===== config.mk =====
export PLATFORM = sky130hd
export DESIGN_NAME = scd_decode
export DESIGN_NICKNAME = d
export VERILOG_FILES = /design/src/logic/scd_burst.v /design/src/logic/scd_decode.v
export VERILOG_INCLUDE_DIRS = /design/src /design/src/logic
export SDC_FILE = /design/constraint.sdc
export NUM_CORES = 1
export LEC_CHECK = 0
export BUFFER_PORTS_ARGS = -buffer_cell sky130_fd_sc_hd__buf_2
export CORE_MARGIN = 3
export CORE_UTILIZATION = 45
export CTS_CLUSTER_SIZE = 20
export DETAILED_ROUTE_END_ITERATION = 6
export GPL_ROUTABILITY_DRIVEN = 1
export PLACE_DENSITY = 0.78
export SLEW_MARGIN = 10
export SYNTH_ARGS = -nofsm -noshare
export SYNTH_HDL_FRONTEND = slang
export SYNTH_SLANG_ARGS = --single-unit

===== constraint.sdc =====
create_clock -name clk_in -period 2 [get_ports clk_in]
set_input_delay 0.2 -clock clk_in [delete_from_list [all_inputs] [get_ports clk_in]]
set_output_delay 0.2 -clock clk_in [all_outputs]
set_load 0.01 [all_outputs]

===== src/logic/scd_regs.vh =====
/*
  Constants for the command decoder: command codes, mode register
  selectors, address bit positions, state codes and burst lengths.
  Assumes inclusion by bare name from the design files.
*/
`ifndef SCD_REGS_VH
`define SCD_REGS_VH

// -----------------------------------------------------------------
// Command codes on {cs_n, ras_n, cas_n, we_n}
// -----------------------------------------------------------------
`define SCD_CMD_MRS 4'h0
`define SCD_CMD_REF 4'h1
`define SCD_CMD_PRE 4'h2
`define SCD_CMD_ACT 4'h3
`define SCD_CMD_WR 4'h4
`define SCD_CMD_RD 4'h5
`define SCD_CMD_ZQ 4'h6
`define SCD_CMD_NOP 4'h7

// -----------------------------------------------------------------
// Decoded command codes on cmd_code_out
// -----------------------------------------------------------------
`define SCD_OP_NONE 4'h0
`define SCD_OP_MRS 4'h1
`define SCD_OP_REF 4'h2
`define SCD_OP_SREF_IN 4'h3
`define SCD_OP_SREF_OUT 4'h4
`define SCD_OP_PRE 4'h5
`define SCD_OP_PREA 4'h6
`define SCD_OP_ACT 4'h7
`define SCD_OP_WR 4'h8
`define SCD_OP_RD 4'h9
`define SCD_OP_ZQL 4'hA
`define SCD_OP_ZQS 4'hB
`define SCD_OP_PDOWN_IN 4'hC
`define SCD_OP_PDOWN_OUT 4'hD

// -----------------------------------------------------------------
// Mode register selectors and address bit positions
// -----------------------------------------------------------------
`define SCD_MODE3_SEL 3'h3
`define SCD_MR0_SEL 3'h0
`define SCD_PAT_EN_BIT 2
`define SCD_AP_BIT 10
`define SCD_BC_BIT 12
`define SCD_MR0_BL_LO 0
`define SCD_MR0_BL_HI 1

// -----------------------------------------------------------------
// Power states, burst lengths in clock beats and burst length modes
// -----------------------------------------------------------------
`define SCD_ST_ACTIVE 2'h0
`define SCD_ST_PDOWN 2'h1
`define SCD_ST_SREF 2'h2
`define SCD_BURST_8 4'h4
`define SCD_BURST_4 4'h2
`define SCD_BL_FIXED8 2'h0
`define SCD_BL_OTF 2'h1
`define SCD_BL_FIXED4 2'h2

`endif


===== src/logic/scd_burst.v =====
/*
  Burst tracker: counts the beats of one read or write burst.
  Assumes start pulses only while idle; a start at the last beat is ignored.
*/
`timescale 1ns/1ps
`include "scd_regs.vh"

module scd_burst #(
  parameter LEN_W = 4
) (
  input wire clk_in,
  input wire rst_n_in,
  input wire start_in,
  input wire [LEN_W-1:0] len_in,
  output wire busy_out,
  output wire last_out
);

  reg [LEN_W-1:0] cnt_reg;
  reg [LEN_W-1:0] cnt_next;

  // Later commands never reload a running count
  always @*
  begin
    cnt_next = cnt_reg;
    if (cnt_reg != {LEN_W{1'b0}})
      cnt_next = cnt_reg - {{(LEN_W-1){1'b0}}, 1'b1}; // RL15
    else if (start_in)
      cnt_next = len_in;
  end

  always @(posedge clk_in or negedge rst_n_in)
  begin
    if (!rst_n_in)
      cnt_reg <= {LEN_W{1'b0}};
    else
      cnt_reg <= cnt_next;
  end

  assign busy_out = (cnt_reg != {LEN_W{1'b0}});
  assign last_out = (cnt_reg == {{(LEN_W-1){1'b0}}, 1'b1});

endmodule // scd_burst


===== src/logic/scd_decode.v =====
/*
  SDRAM command decoder with calibration pattern read mode.
  Assumes command inputs synchronous to clk_in and a controller that
  keeps its own sequencing obligations.
*/
// Functional notes
// RL1 - Controller writes third mode register with bank select 3.
// RL2 - Mode set to third mode register with A2 high enables pattern mode.
// RL3 - Controller precharges all banks before enabling pattern mode.
// RL4 - Reads in pattern mode return the pattern register, not the array.
// RL5 - Controller issues only reads in pattern mode until A2 cleared.
// RL6 - Asynchronous reset still works during pattern mode.
// RL7 - Commands decoded from sampled lines at rising clock edge.
// RL8 - Mode set: all lines low, clock enable high; bank picks register.
// RL9 - Write decode with auto-precharge and on-the-fly burst chop.
// RL10 - Read decode with auto-precharge and on-the-fly burst chop.
// RL11 - No-operation registers nothing and leaves bursts running.
// RL12 - Deselect ignores all other lines, same as no-operation.
// RL13 - Self-refresh exit on clock enable rising, with deselect or nop.
// RL14 - Controller keeps reset high during normal commands.
// RL15 - Bursts run to completion, never cut short by commands.
// RL16 - No refresh performed while in power-down.
// RL17 - Termination input ignored and unavailable in self-refresh.
// RL18 - Refresh or self-refresh entry by clock enable history.
// RL19 - Activate, or precharge single or all by A10.
// RL20 - Impedance calibration long or short by A10.
// RL21 - Controller uses nop or deselect on power-down edges.
// RL22 - Controller enters self-refresh only with banks idle.
`timescale 1ns/1ps
`include "scd_regs.vh"

module scd_decode #(
  parameter ADDR_W = 14,
  parameter BANK_W = 3,
  parameter PAT_W = 8,
  parameter [7:0] PAT_VALUE = 8'h55
) (
  input wire clk_in,
  input wire rst_n_in,
  input wire cke_in,
  input wire cs_n_in,
  input wire ras_n_in,
  input wire cas_n_in,
  input wire we_n_in,
  input wire [BANK_W-1:0] bank_select_in,
  input wire [ADDR_W-1:0] addr_in,
  input wire odt_in,
  output reg cmd_valid_out,
  output reg [3:0] cmd_code_out,
  output reg [BANK_W-1:0] cmd_bank_out,
  output reg [ADDR_W-1:0] cmd_addr_out,
  output reg auto_precharge_select_out,
  output reg burst_chop_select_out,
  output reg pattern_mode_out,
  output reg pattern_read_out,
  output reg array_read_out,
  output reg [PAT_W-1:0] pattern_data_out,
  output reg burst_busy_out,
  output reg refresh_out,
  output reg [1:0] power_state_out,
  output reg odt_active_out
);

  // ---------------------------------------------------------------
  // Command capture
  // ---------------------------------------------------------------
  reg cke_prev_reg;
  reg [1:0] state_reg;
  reg [1:0] state_next;
  reg pat_en_reg;
  reg [1:0] bl_mode_reg;
  wire [3:0] lines = {cs_n_in, ras_n_in, cas_n_in, we_n_in};
  wire cmd_nop = cs_n_in || (lines == `SCD_CMD_NOP); // RL11 RL12
  wire cke_hh = cke_prev_reg && cke_in;
  wire cke_hl = cke_prev_reg && !cke_in;
  wire cke_lh = !cke_prev_reg && cke_in;
  wire burst_busy;
  wire burst_last;
  reg [3:0] op;
  reg burst_start;
  reg [3:0] burst_len;

  // ---------------------------------------------------------------
  // Command decode
  // ---------------------------------------------------------------
  always @*
  begin
    op = `SCD_OP_NONE;
    if (state_reg == `SCD_ST_SREF)
    begin
      if (cke_lh && cmd_nop)
        op = `SCD_OP_SREF_OUT; // RL13
    end
    else if (state_reg == `SCD_ST_PDOWN)
    begin
      if (cke_lh && cmd_nop)
        op = `SCD_OP_PDOWN_OUT;
    end
    else if (cke_hl)
    begin
      if (!cs_n_in && lines == `SCD_CMD_REF)
        op = `SCD_OP_SREF_IN; // RL18
      else if (cmd_nop)
        op = `SCD_OP_PDOWN_IN;
    end
    else if (cke_hh && !cs_n_in) // RL7
    begin
      case (lines)
        `SCD_CMD_MRS: op = `SCD_OP_MRS; // RL8
        `SCD_CMD_REF: op = `SCD_OP_REF; // RL18
        `SCD_CMD_PRE: op = addr_in[`SCD_AP_BIT] ? `SCD_OP_PREA : `SCD_OP_PRE; // RL19
        `SCD_CMD_ACT: op = `SCD_OP_ACT; // RL19
        `SCD_CMD_WR: op = `SCD_OP_WR; // RL9
        `SCD_CMD_RD: op = `SCD_OP_RD; // RL10
        `SCD_CMD_ZQ: op = addr_in[`SCD_AP_BIT] ? `SCD_OP_ZQL : `SCD_OP_ZQS; // RL20
        default: op = `SCD_OP_NONE; // RL11
      endcase
    end
  end

  // Burst length: fixed from mode register 0, or A12 when on the fly
  always @*
  begin
    burst_start = (op == `SCD_OP_WR || op == `SCD_OP_RD) && !burst_busy;
    case (bl_mode_reg)
      `SCD_BL_FIXED4: burst_len = `SCD_BURST_4;
      `SCD_BL_OTF: burst_len = addr_in[`SCD_BC_BIT] ? `SCD_BURST_8 : `SCD_BURST_4; // RL9 RL10
      default: burst_len = `SCD_BURST_8;
    endcase
  end

  always @*
  begin
    state_next = state_reg;
    case (state_reg)
      `SCD_ST_ACTIVE:
      begin
        if (op == `SCD_OP_SREF_IN)
          state_next = `SCD_ST_SREF;
        else if (op == `SCD_OP_PDOWN_IN)
          state_next = `SCD_ST_PDOWN;
      end
      `SCD_ST_PDOWN:
      begin
        if (op == `SCD_OP_PDOWN_OUT)
          state_next = `SCD_ST_ACTIVE;
      end
      `SCD_ST_SREF:
      begin
        if (op == `SCD_OP_SREF_OUT)
          state_next = `SCD_ST_ACTIVE; // RL13
      end
      default: state_next = `SCD_ST_ACTIVE;
    endcase
  end

  scd_burst #(
    .LEN_W(4)
  ) u_burst (
    .clk_in(clk_in),
    .rst_n_in(rst_n_in),
    .start_in(burst_start),
    .len_in(burst_len),
    .busy_out(burst_busy),
    .last_out(burst_last)
  );

  // ---------------------------------------------------------------
  // Registers and outputs
  // ---------------------------------------------------------------
  // Reset acts at any time, pattern mode included
  always @(posedge clk_in or negedge rst_n_in)
  begin
    if (!rst_n_in) // RL6
    begin
      cke_prev_reg <= 1'b0;
      state_reg <= `SCD_ST_ACTIVE;
      pat_en_reg <= 1'b0;
      bl_mode_reg <= `SCD_BL_FIXED8;
      cmd_valid_out <= 1'b0;
      cmd_code_out <= `SCD_OP_NONE;
      cmd_bank_out <= {BANK_W{1'b0}};
      cmd_addr_out <= {ADDR_W{1'b0}};
      auto_precharge_select_out <= 1'b0;
      burst_chop_select_out <= 1'b0;
      pattern_mode_out <= 1'b0;
      pattern_read_out <= 1'b0;
      array_read_out <= 1'b0;
      pattern_data_out <= {PAT_W{1'b0}};
      burst_busy_out <= 1'b0;
      refresh_out <= 1'b0;
      power_state_out <= `SCD_ST_ACTIVE;
      odt_active_out <= 1'b0;
    end
    else
    begin
      cke_prev_reg <= cke_in;
      state_reg <= state_next;
      cmd_valid_out <= (op != `SCD_OP_NONE);
      cmd_code_out <= op;
      if (op != `SCD_OP_NONE) // RL11
      begin
        cmd_bank_out <= bank_select_in;
        cmd_addr_out <= addr_in;
        auto_precharge_select_out <= addr_in[`SCD_AP_BIT]; // RL9 RL10
        burst_chop_select_out <= addr_in[`SCD_BC_BIT];
      end
      if (op == `SCD_OP_MRS && bank_select_in == `SCD_MODE3_SEL)
        pat_en_reg <= addr_in[`SCD_PAT_EN_BIT]; // RL2
      if (op == `SCD_OP_MRS && bank_select_in == `SCD_MR0_SEL)
        bl_mode_reg <= addr_in[`SCD_MR0_BL_HI:`SCD_MR0_BL_LO]; // RL15
      pattern_mode_out <= (op == `SCD_OP_MRS && bank_select_in == `SCD_MODE3_SEL) ?
        addr_in[`SCD_PAT_EN_BIT] : pat_en_reg;
      pattern_read_out <= (op == `SCD_OP_RD) && pat_en_reg; // RL4
      array_read_out <= (op == `SCD_OP_RD) && !pat_en_reg; // RL4
      if (op == `SCD_OP_RD && pat_en_reg)
        pattern_data_out <= PAT_VALUE[PAT_W-1:0]; // RL4
      burst_busy_out <= burst_start || (burst_busy && !burst_last); // RL15
      // Power-down never refreshes on its own
      refresh_out <= (op == `SCD_OP_REF) && (state_reg == `SCD_ST_ACTIVE); // RL16
      power_state_out <= state_next;
      odt_active_out <= odt_in && (state_next != `SCD_ST_SREF); // RL17
    end
  end

endmodule // scd_decode


# Word-level counts from Yosys, hierarchy flattened
# Cells that the tools add are included.
# Widths: inputs -> output; s select.
dict set report word_totals {
  reg_bits 40
  output_inout_bits 40
  word_cells 89
}
dict set report op_classes {
  addsub 1
  eq_ne 22
  muxes 20
  reduce_logical 29
}
# operator count
set ops {}
lappend ops {{$mux 4} 9}
lappend ops {{$pmux 4 s7} 1}
lappend ops {{$eq 4x3->1 const B} 5}
lappend ops {{$eq 4x2->1 const B} 4}
lappend ops {{$eq 4x4->1 const B} 4}
lappend ops {{$logic_and 1x1->1} 14}
lappend ops {{$eq 4x1->1 const B} 3}
lappend ops {{$mux 2} 5}
lappend ops {{$reduce_bool 4->1} 2}
lappend ops {{$logic_not 1->1} 6}
lappend ops {{$mux 3} 2}
lappend ops {{$pmux 2 s3} 1}
lappend ops {{$pmux 3 s2} 1}
lappend ops {{$eq 2x1->1 const B} 2}
lappend ops {{$eq 2x2->1 const B} 2}
lappend ops {{$logic_not 4->1} 1}
lappend ops {{$sub 4x1->4 const B} 1}
lappend ops {{$eq 3x2->1 const B} 1}
lappend ops {{$logic_not 3->1} 1}
lappend ops {{$logic_or 1x1->1} 3}
lappend ops {{$logic_not 2->1} 1}
lappend ops {{$ne 2x2->1 const B} 1}
lappend ops {{$reduce_bool 2->1} 1}
lappend ops {{$mux 1} 1}

# Depth between registers and ports, before layout
dict set report logic_depth {
  word_depth 13
  mapped_depth 7
  mapped_depth_nobuf 6
}

# Modules after synthesis
# A second synthesis with hierarchy kept.
dict set report hier_totals {
  cells_unflattened 180
  area_unflattened_um2 2016.9
}
# module instances cells_each area_each_um2 seq_area_each_um2
set by_module_without_submodules {}
lappend by_module_without_submodules {scd_decode 1 155 1749.2 850.8}
lappend by_module_without_submodules {scd_burst 1 25 267.8 100.1}

# Worst setup path before layout
# OpenSTA, ideal clock, no wires.
dict set report synth_timing {
  path_kind {register to register}
  start {reg state_reg[1]}
  end {reg bl_mode_reg[0]}
  setup_ns 0.128
  t_arrival_ns 1.965
  required_time_ns 1.872
  path_slack_ns -0.092
  path_stages_with_launch 7
  path_buffers 1
  synth_period_minus_slack_ns 2.092
  path_cell_list {dfrtp_1 buf_4 xnor2_1 and2_2 a311o_1 a2111oi_4 mux2_1}
}
dict set report synth_via {
  elab_chain_len 5
}
# item line_no
set synth_lines {}
lappend synth_lines {{start: declaration} scd_decode.v:68} ;# reg [1:0] state_reg;
lappend synth_lines {{start signal: assignment} scd_decode.v:177} ;# state_reg <= `SCD_ST_ACTIVE;
lappend synth_lines {{start signal: assignment} scd_decode.v:198} ;# state_reg <= state_next;
lappend synth_lines {{$eq 2x1->1} -}
lappend synth_lines {{$mux 4} scd_decode.v:94} ;# else if (state_reg == `SCD_ST_PDOWN)
lappend synth_lines {{$mux 4 *} scd_decode.v:89} ;# if (state_reg == `SCD_ST_SREF)
lappend synth_lines {{$eq 4x1->1 (no source line) *} -}
lappend synth_lines {{$logic_and 1x1->1 (no source line) *} -}
lappend synth_lines {{end signal: assignment} scd_decode.v:179} ;# bl_mode_reg <= `SCD_BL_FIXED8;
lappend synth_lines {{end signal: assignment} scd_decode.v:211} ;# bl_mode_reg <= addr_in[`SCD_MR0_BL_HI:`SCD_MR0_BL_LO];
lappend synth_lines {{end: declaration} scd_decode.v:71} ;# reg [1:0] bl_mode_reg;
# Mark *: on every way between the ends. The rest lies on a longest branch, timed or not.
# A chain may end at the register's enable or synchronous reset.

# Worst setup path in the final report
dict set report layout_timing {
  start {reg cke_prev_reg}
  end {reg bl_mode_reg[0]}
}
dict set report layout_via {
  elab_chain_len 8
}
# item line_no
set layout_lines {}
lappend layout_lines {{start: declaration} scd_decode.v:67} ;# reg cke_prev_reg;
lappend layout_lines {{start signal: assignment} scd_decode.v:197} ;# cke_prev_reg <= cke_in;
lappend layout_lines {{$logic_and 1x1->1 / $logic_not 1->1 (equally long branches)} {scd_decode.v:74, scd_decode.v:76}}
lappend layout_lines {{$logic_and 1x1->1, on equally long branches} {scd_decode.v:106, scd_decode.v:76}}
lappend layout_lines {{$mux 4 / $logic_and 1x1->1 (equally long branches)} {scd_decode.v:106, scd_decode.v:91, scd_decode.v:96}}
lappend layout_lines {{$mux 4, on equally long branches} {scd_decode.v:99, scd_decode.v:96}}
lappend layout_lines {{$mux 4} scd_decode.v:94}
lappend layout_lines {{$mux 4 *} scd_decode.v:89}
lappend layout_lines {{$eq 4x1->1 (no source line) *} -}
lappend layout_lines {{$logic_and 1x1->1 (no source line) *} -}
# Marked as above.

==> impl_metrics.py <==
metrics = {
    "status": {
        "status": "finished clean",
    },
    "sta": {
        "fin_crit_sh_pct": 99.99,
        "max_freq_mhz": 500.1,
        "drv_slew": 0,
        "period_needed_ns": 2.000,
        "setup_violations": 0,
        "holdWs_ns": 0.006944,
        "worst_pin_slew_ns": 0.8301,
        "setup_slack_ns": 0.0002469,
        "slew_headroom_pct": 44.66,
        "rsz0062_at_grt": "true",
        "final_hold_viol_count": 0,
        "clock-skew-final_ns": 0.005409,
    },
    "synthesis": {
        "ys_types": 46,
        "synthXorXnorAreaFrac_pct": 0.9204,
        "yosysSeqAreaShare_pct": 49.97,
        "syn_avg_cell_area_um2": 11.97,
        "synth_top_family_by_area": "multiplexers",
        "async_flop_share_pct": 100.0,
        "synth.most_common_cell": "dfrtp_1",
        "synth.area.top_cells": "dfrtp_1 50%, mux2_2 10%, buf_4 4.3%, ha_1 2.6%, mux2_1 2.4%",
        "synth_top_cell_area_share_pct": 49.97,
        "yosys.area.top_type": "dfrtp_1",
        "ys.flop_type": "dfrtp_1",
        "synth_enable_flop_cells": 0,
        "synthSimpleGateAreaFrac_pct": 13.28,
        "synth_fa_ha_area_share_pct": 2.630,
        "yosys_warnings": 0,
        "yosys-top-cells-count": "38 x dfrtp_1, 17 x mux2_2, 11 x buf_4",
        "netlist_instances": 159,
        "synth_compound_area_share_pct": 11.57,
        "syn_area_um2": 1903,
        "synthMuxAreaShare_pct": 14.00,
        "synth_seq_cells": 38,
    },
    "placement": {
        "port_buffers": 60,
        "place_congestion": 0.8664,
        "pre_cts_ws_ns": -0.07758,
        "placedCellCount": 271,
        "hpwl_mm": 2.898,
    },
    "global_routing": {
        "grt_pass1_vias": 1354,
        "grtUsageMet1_pct": 19.23,
        "busiest_layer": "met2",
        "grt_max_degree": 39,
        "met2_usage_pct": 27.81,
        "grt_pass1_wl_mm": 6.375,
        "antenna_found_initial": 0,
        "use_met3_pct": 3.977,
        "grtUsageTotal_pct": 16.17,
        "overflow": 0,
    },
    "clocking": {
        "postCtsHoldBufs": 0,
        "clk_latency_ns": 0.29,
        "clk_pin_slew_ns": 0.07,
        "root_buffer": "clkbuf_8",
        "cts_tree": "yes",
        "numCtsBuffers": 5,
        "clock_sinks": 38,
        "clock_path_buffers": 2,
        "htreeDepth": 2,
    },
    "route": {
        "drt-wirelength-per-cell_um": 14.06,
        "drc": 0,
        "wirelength_mm": 3.950,
        "dr_total_vias": 1445,
        "drt_iter0_drc": 69,
        "final_antenna_net_count": 0,
        "viasPerCell": 5.142,
        "drt_pass1_iterations": 4,
    },
    "critical_path": {
        "cp-start-kind": "register",
        "cp.required_ns": 2.18,
        "cp.arrival_ns": 2.18,
        "worstSetupPathType": "register to register",
        "worst_setup_path_end_kind": "register",
        "worst-path-max-fanout": 4,
    },
    "finish": {
        "drive_above_1_share_pct": 48.92,
        "syn2layout_area_growth_pct": 27.22,
        "diodes": 0,
        "layout.cells.non_filler": 281,
        "multiInputGateArea_um2": 872.1,
        "nFillCells": 338,
        "final_nets": 259,
        "largest_reg_flops": 14,
        "fin_util_pct": 60.09,
        "regArea_um2": 950.9,
    },
    "pwr": {
        "seqPwrFrac_pct": 44.0,
        "p_comb_share_pct": 33.9,
        "p_sw_mw": 0.8150,
        "ir_drop_mv": 0.5094,
        "power_density_nw_per_um2": 1029,
        "clkPwrFrac_pct": 22.1,
        "p_sw_share_pct": 32.71,
        "intPower_mw": 1.677,
        "p_leak_nw": 1.212,
    },
    "floorplanning": {
        "die_w_um": 71.03,
        "ios": 65,
        "die_y_um": 71.03,
        "coreArea_um2": 4029,
        "rows": 23,
        "initial_core_util_pct": 47.24,
        "dieArea_um2": 5045,
    },
    "min_path": {
        "hp-class": "input port to asynchronous set/reset pin",
    },
    "flow_run": {
        "cap_viol_max_count": 0,
    },
}
==> per-stage QoR <==
stage | setup TNS (ns) | power (mW) | area, um^2
final | 0 | 2.492 | 2421
after global routing | -0.1796 | 2.653 | 2421
after CTS | -0.006270 | 2.507 | 2390
after detailed placement | -1.324 | 1.936 | 2276
after global placement | -0.9609 | 1.901 | 2276
after floorplan | -0.04547 | 1.638 | 1922
==> cells in the final DEF, fill, tap and decap left out, types with 4 or more instances in the layout <==
| master | count |
|---|---|
| o21ai_0 | 4 |
| nand2_1 | 9 |
| inv_1 | 6 |
| nand2b_1 | 5 |
| a21oi_1 | 4 |
| mux2_2 | 16 |
| buf_4 | 13 |
| ha_1 | 4 |
| mux2_1 | 4 |
| clkbuf_8 | 6 |
| nor2_1 | 4 |
| conb_1 | 4 |
| dfrtp_1 | 38 |
| buf_2 | 60 |
==> layer usage <==
metal	wire, um	share of wire (%)
met2	2036	52
met3	215	5.4
met1	1615	41
met5	0	0
met4	83	2.1
==> critical path, stage by stage (launching register included) <==
cell	delay, ns
dfrtp_1	0.38
nand2b_4	0.14
or2_1	0.22
or3b_4	0.42
a2111oi_4	0.37
mux2_1	0.36
==> repair_timing <==
| action | CTS | global route |
|---|---|---|
| cloned | 0 | 1 |
| gates resized for setup | 3 | 3 |
| setup endpoints to repair | 17 | 20 |
| setup buffers | 1 | 0 |
| endpoints found under the hold margin | 0 | 0 |
==> cell families after synthesis <==
| family | after synthesis |
|---|---|
| AND/OR/NAND/NOR | 42 |
| flip-flops | 38 |
| AO/OA/AOI/OAI | 28 |
| multiplexers | 24 |
| buffers and inverters | 20 |
| adder cells (fa/ha/maj) | 4 |
| XOR/XNOR | 2 |
| other | 1 |
==> worst paths after layout <==
path	slack, ns	end	start	cells past startpoint
max	0.0002	bl_mode_reg[0]$_DFFE_PN0P_	cke_prev_reg$_DFF_PN0_	5
min	0.007	u_burst.cnt_reg[3]$_DFFE_PN0P_	rst_n_in	1
max reg2reg	0.0002	bl_mode_reg[0]$_DFFE_PN0P_	cke_prev_reg$_DFF_PN0_	5
min reg2reg	0.49	cmd_addr_out[11]$_DFFE_PN0P_	cmd_addr_out[11]$_DFFE_PN0P_	1
max in group asynchronous	1.48	u_burst.cnt_reg[1]$_DFFE_PN0P_	rst_n_in	1
min in group clk_in	0.12	cmd_addr_out[9]$_DFFE_PN0P_	addr_in[9]	2
==> cell type report <==
| class | count | share of cell area (%) |
|---|---|---|
| flip-flops and latches | 38 | 39.28 |
| multi-input cells | 105 | 36.02 |
| repair buffers | 74 | 17.26 |
| clock buffers | 6 | 3.411 |
| well taps | 50 | 2.584 |
| inverters | 6 | 0.9302 |
| clock inverters | 2 | 0.5168 |
==> power groups by stage <==
stage               Combinational [mW]  Sequential (mW)  Clock, mW
finish                           0.844             1.10      0.551
global route                     0.927             1.13      0.598
CTS                              0.840             1.10      0.571
detailed placement               0.827             1.11          0
global placement                 0.799             1.10          0
floorplan                        0.458             1.18          0
(Power assumes the default switching activity.)
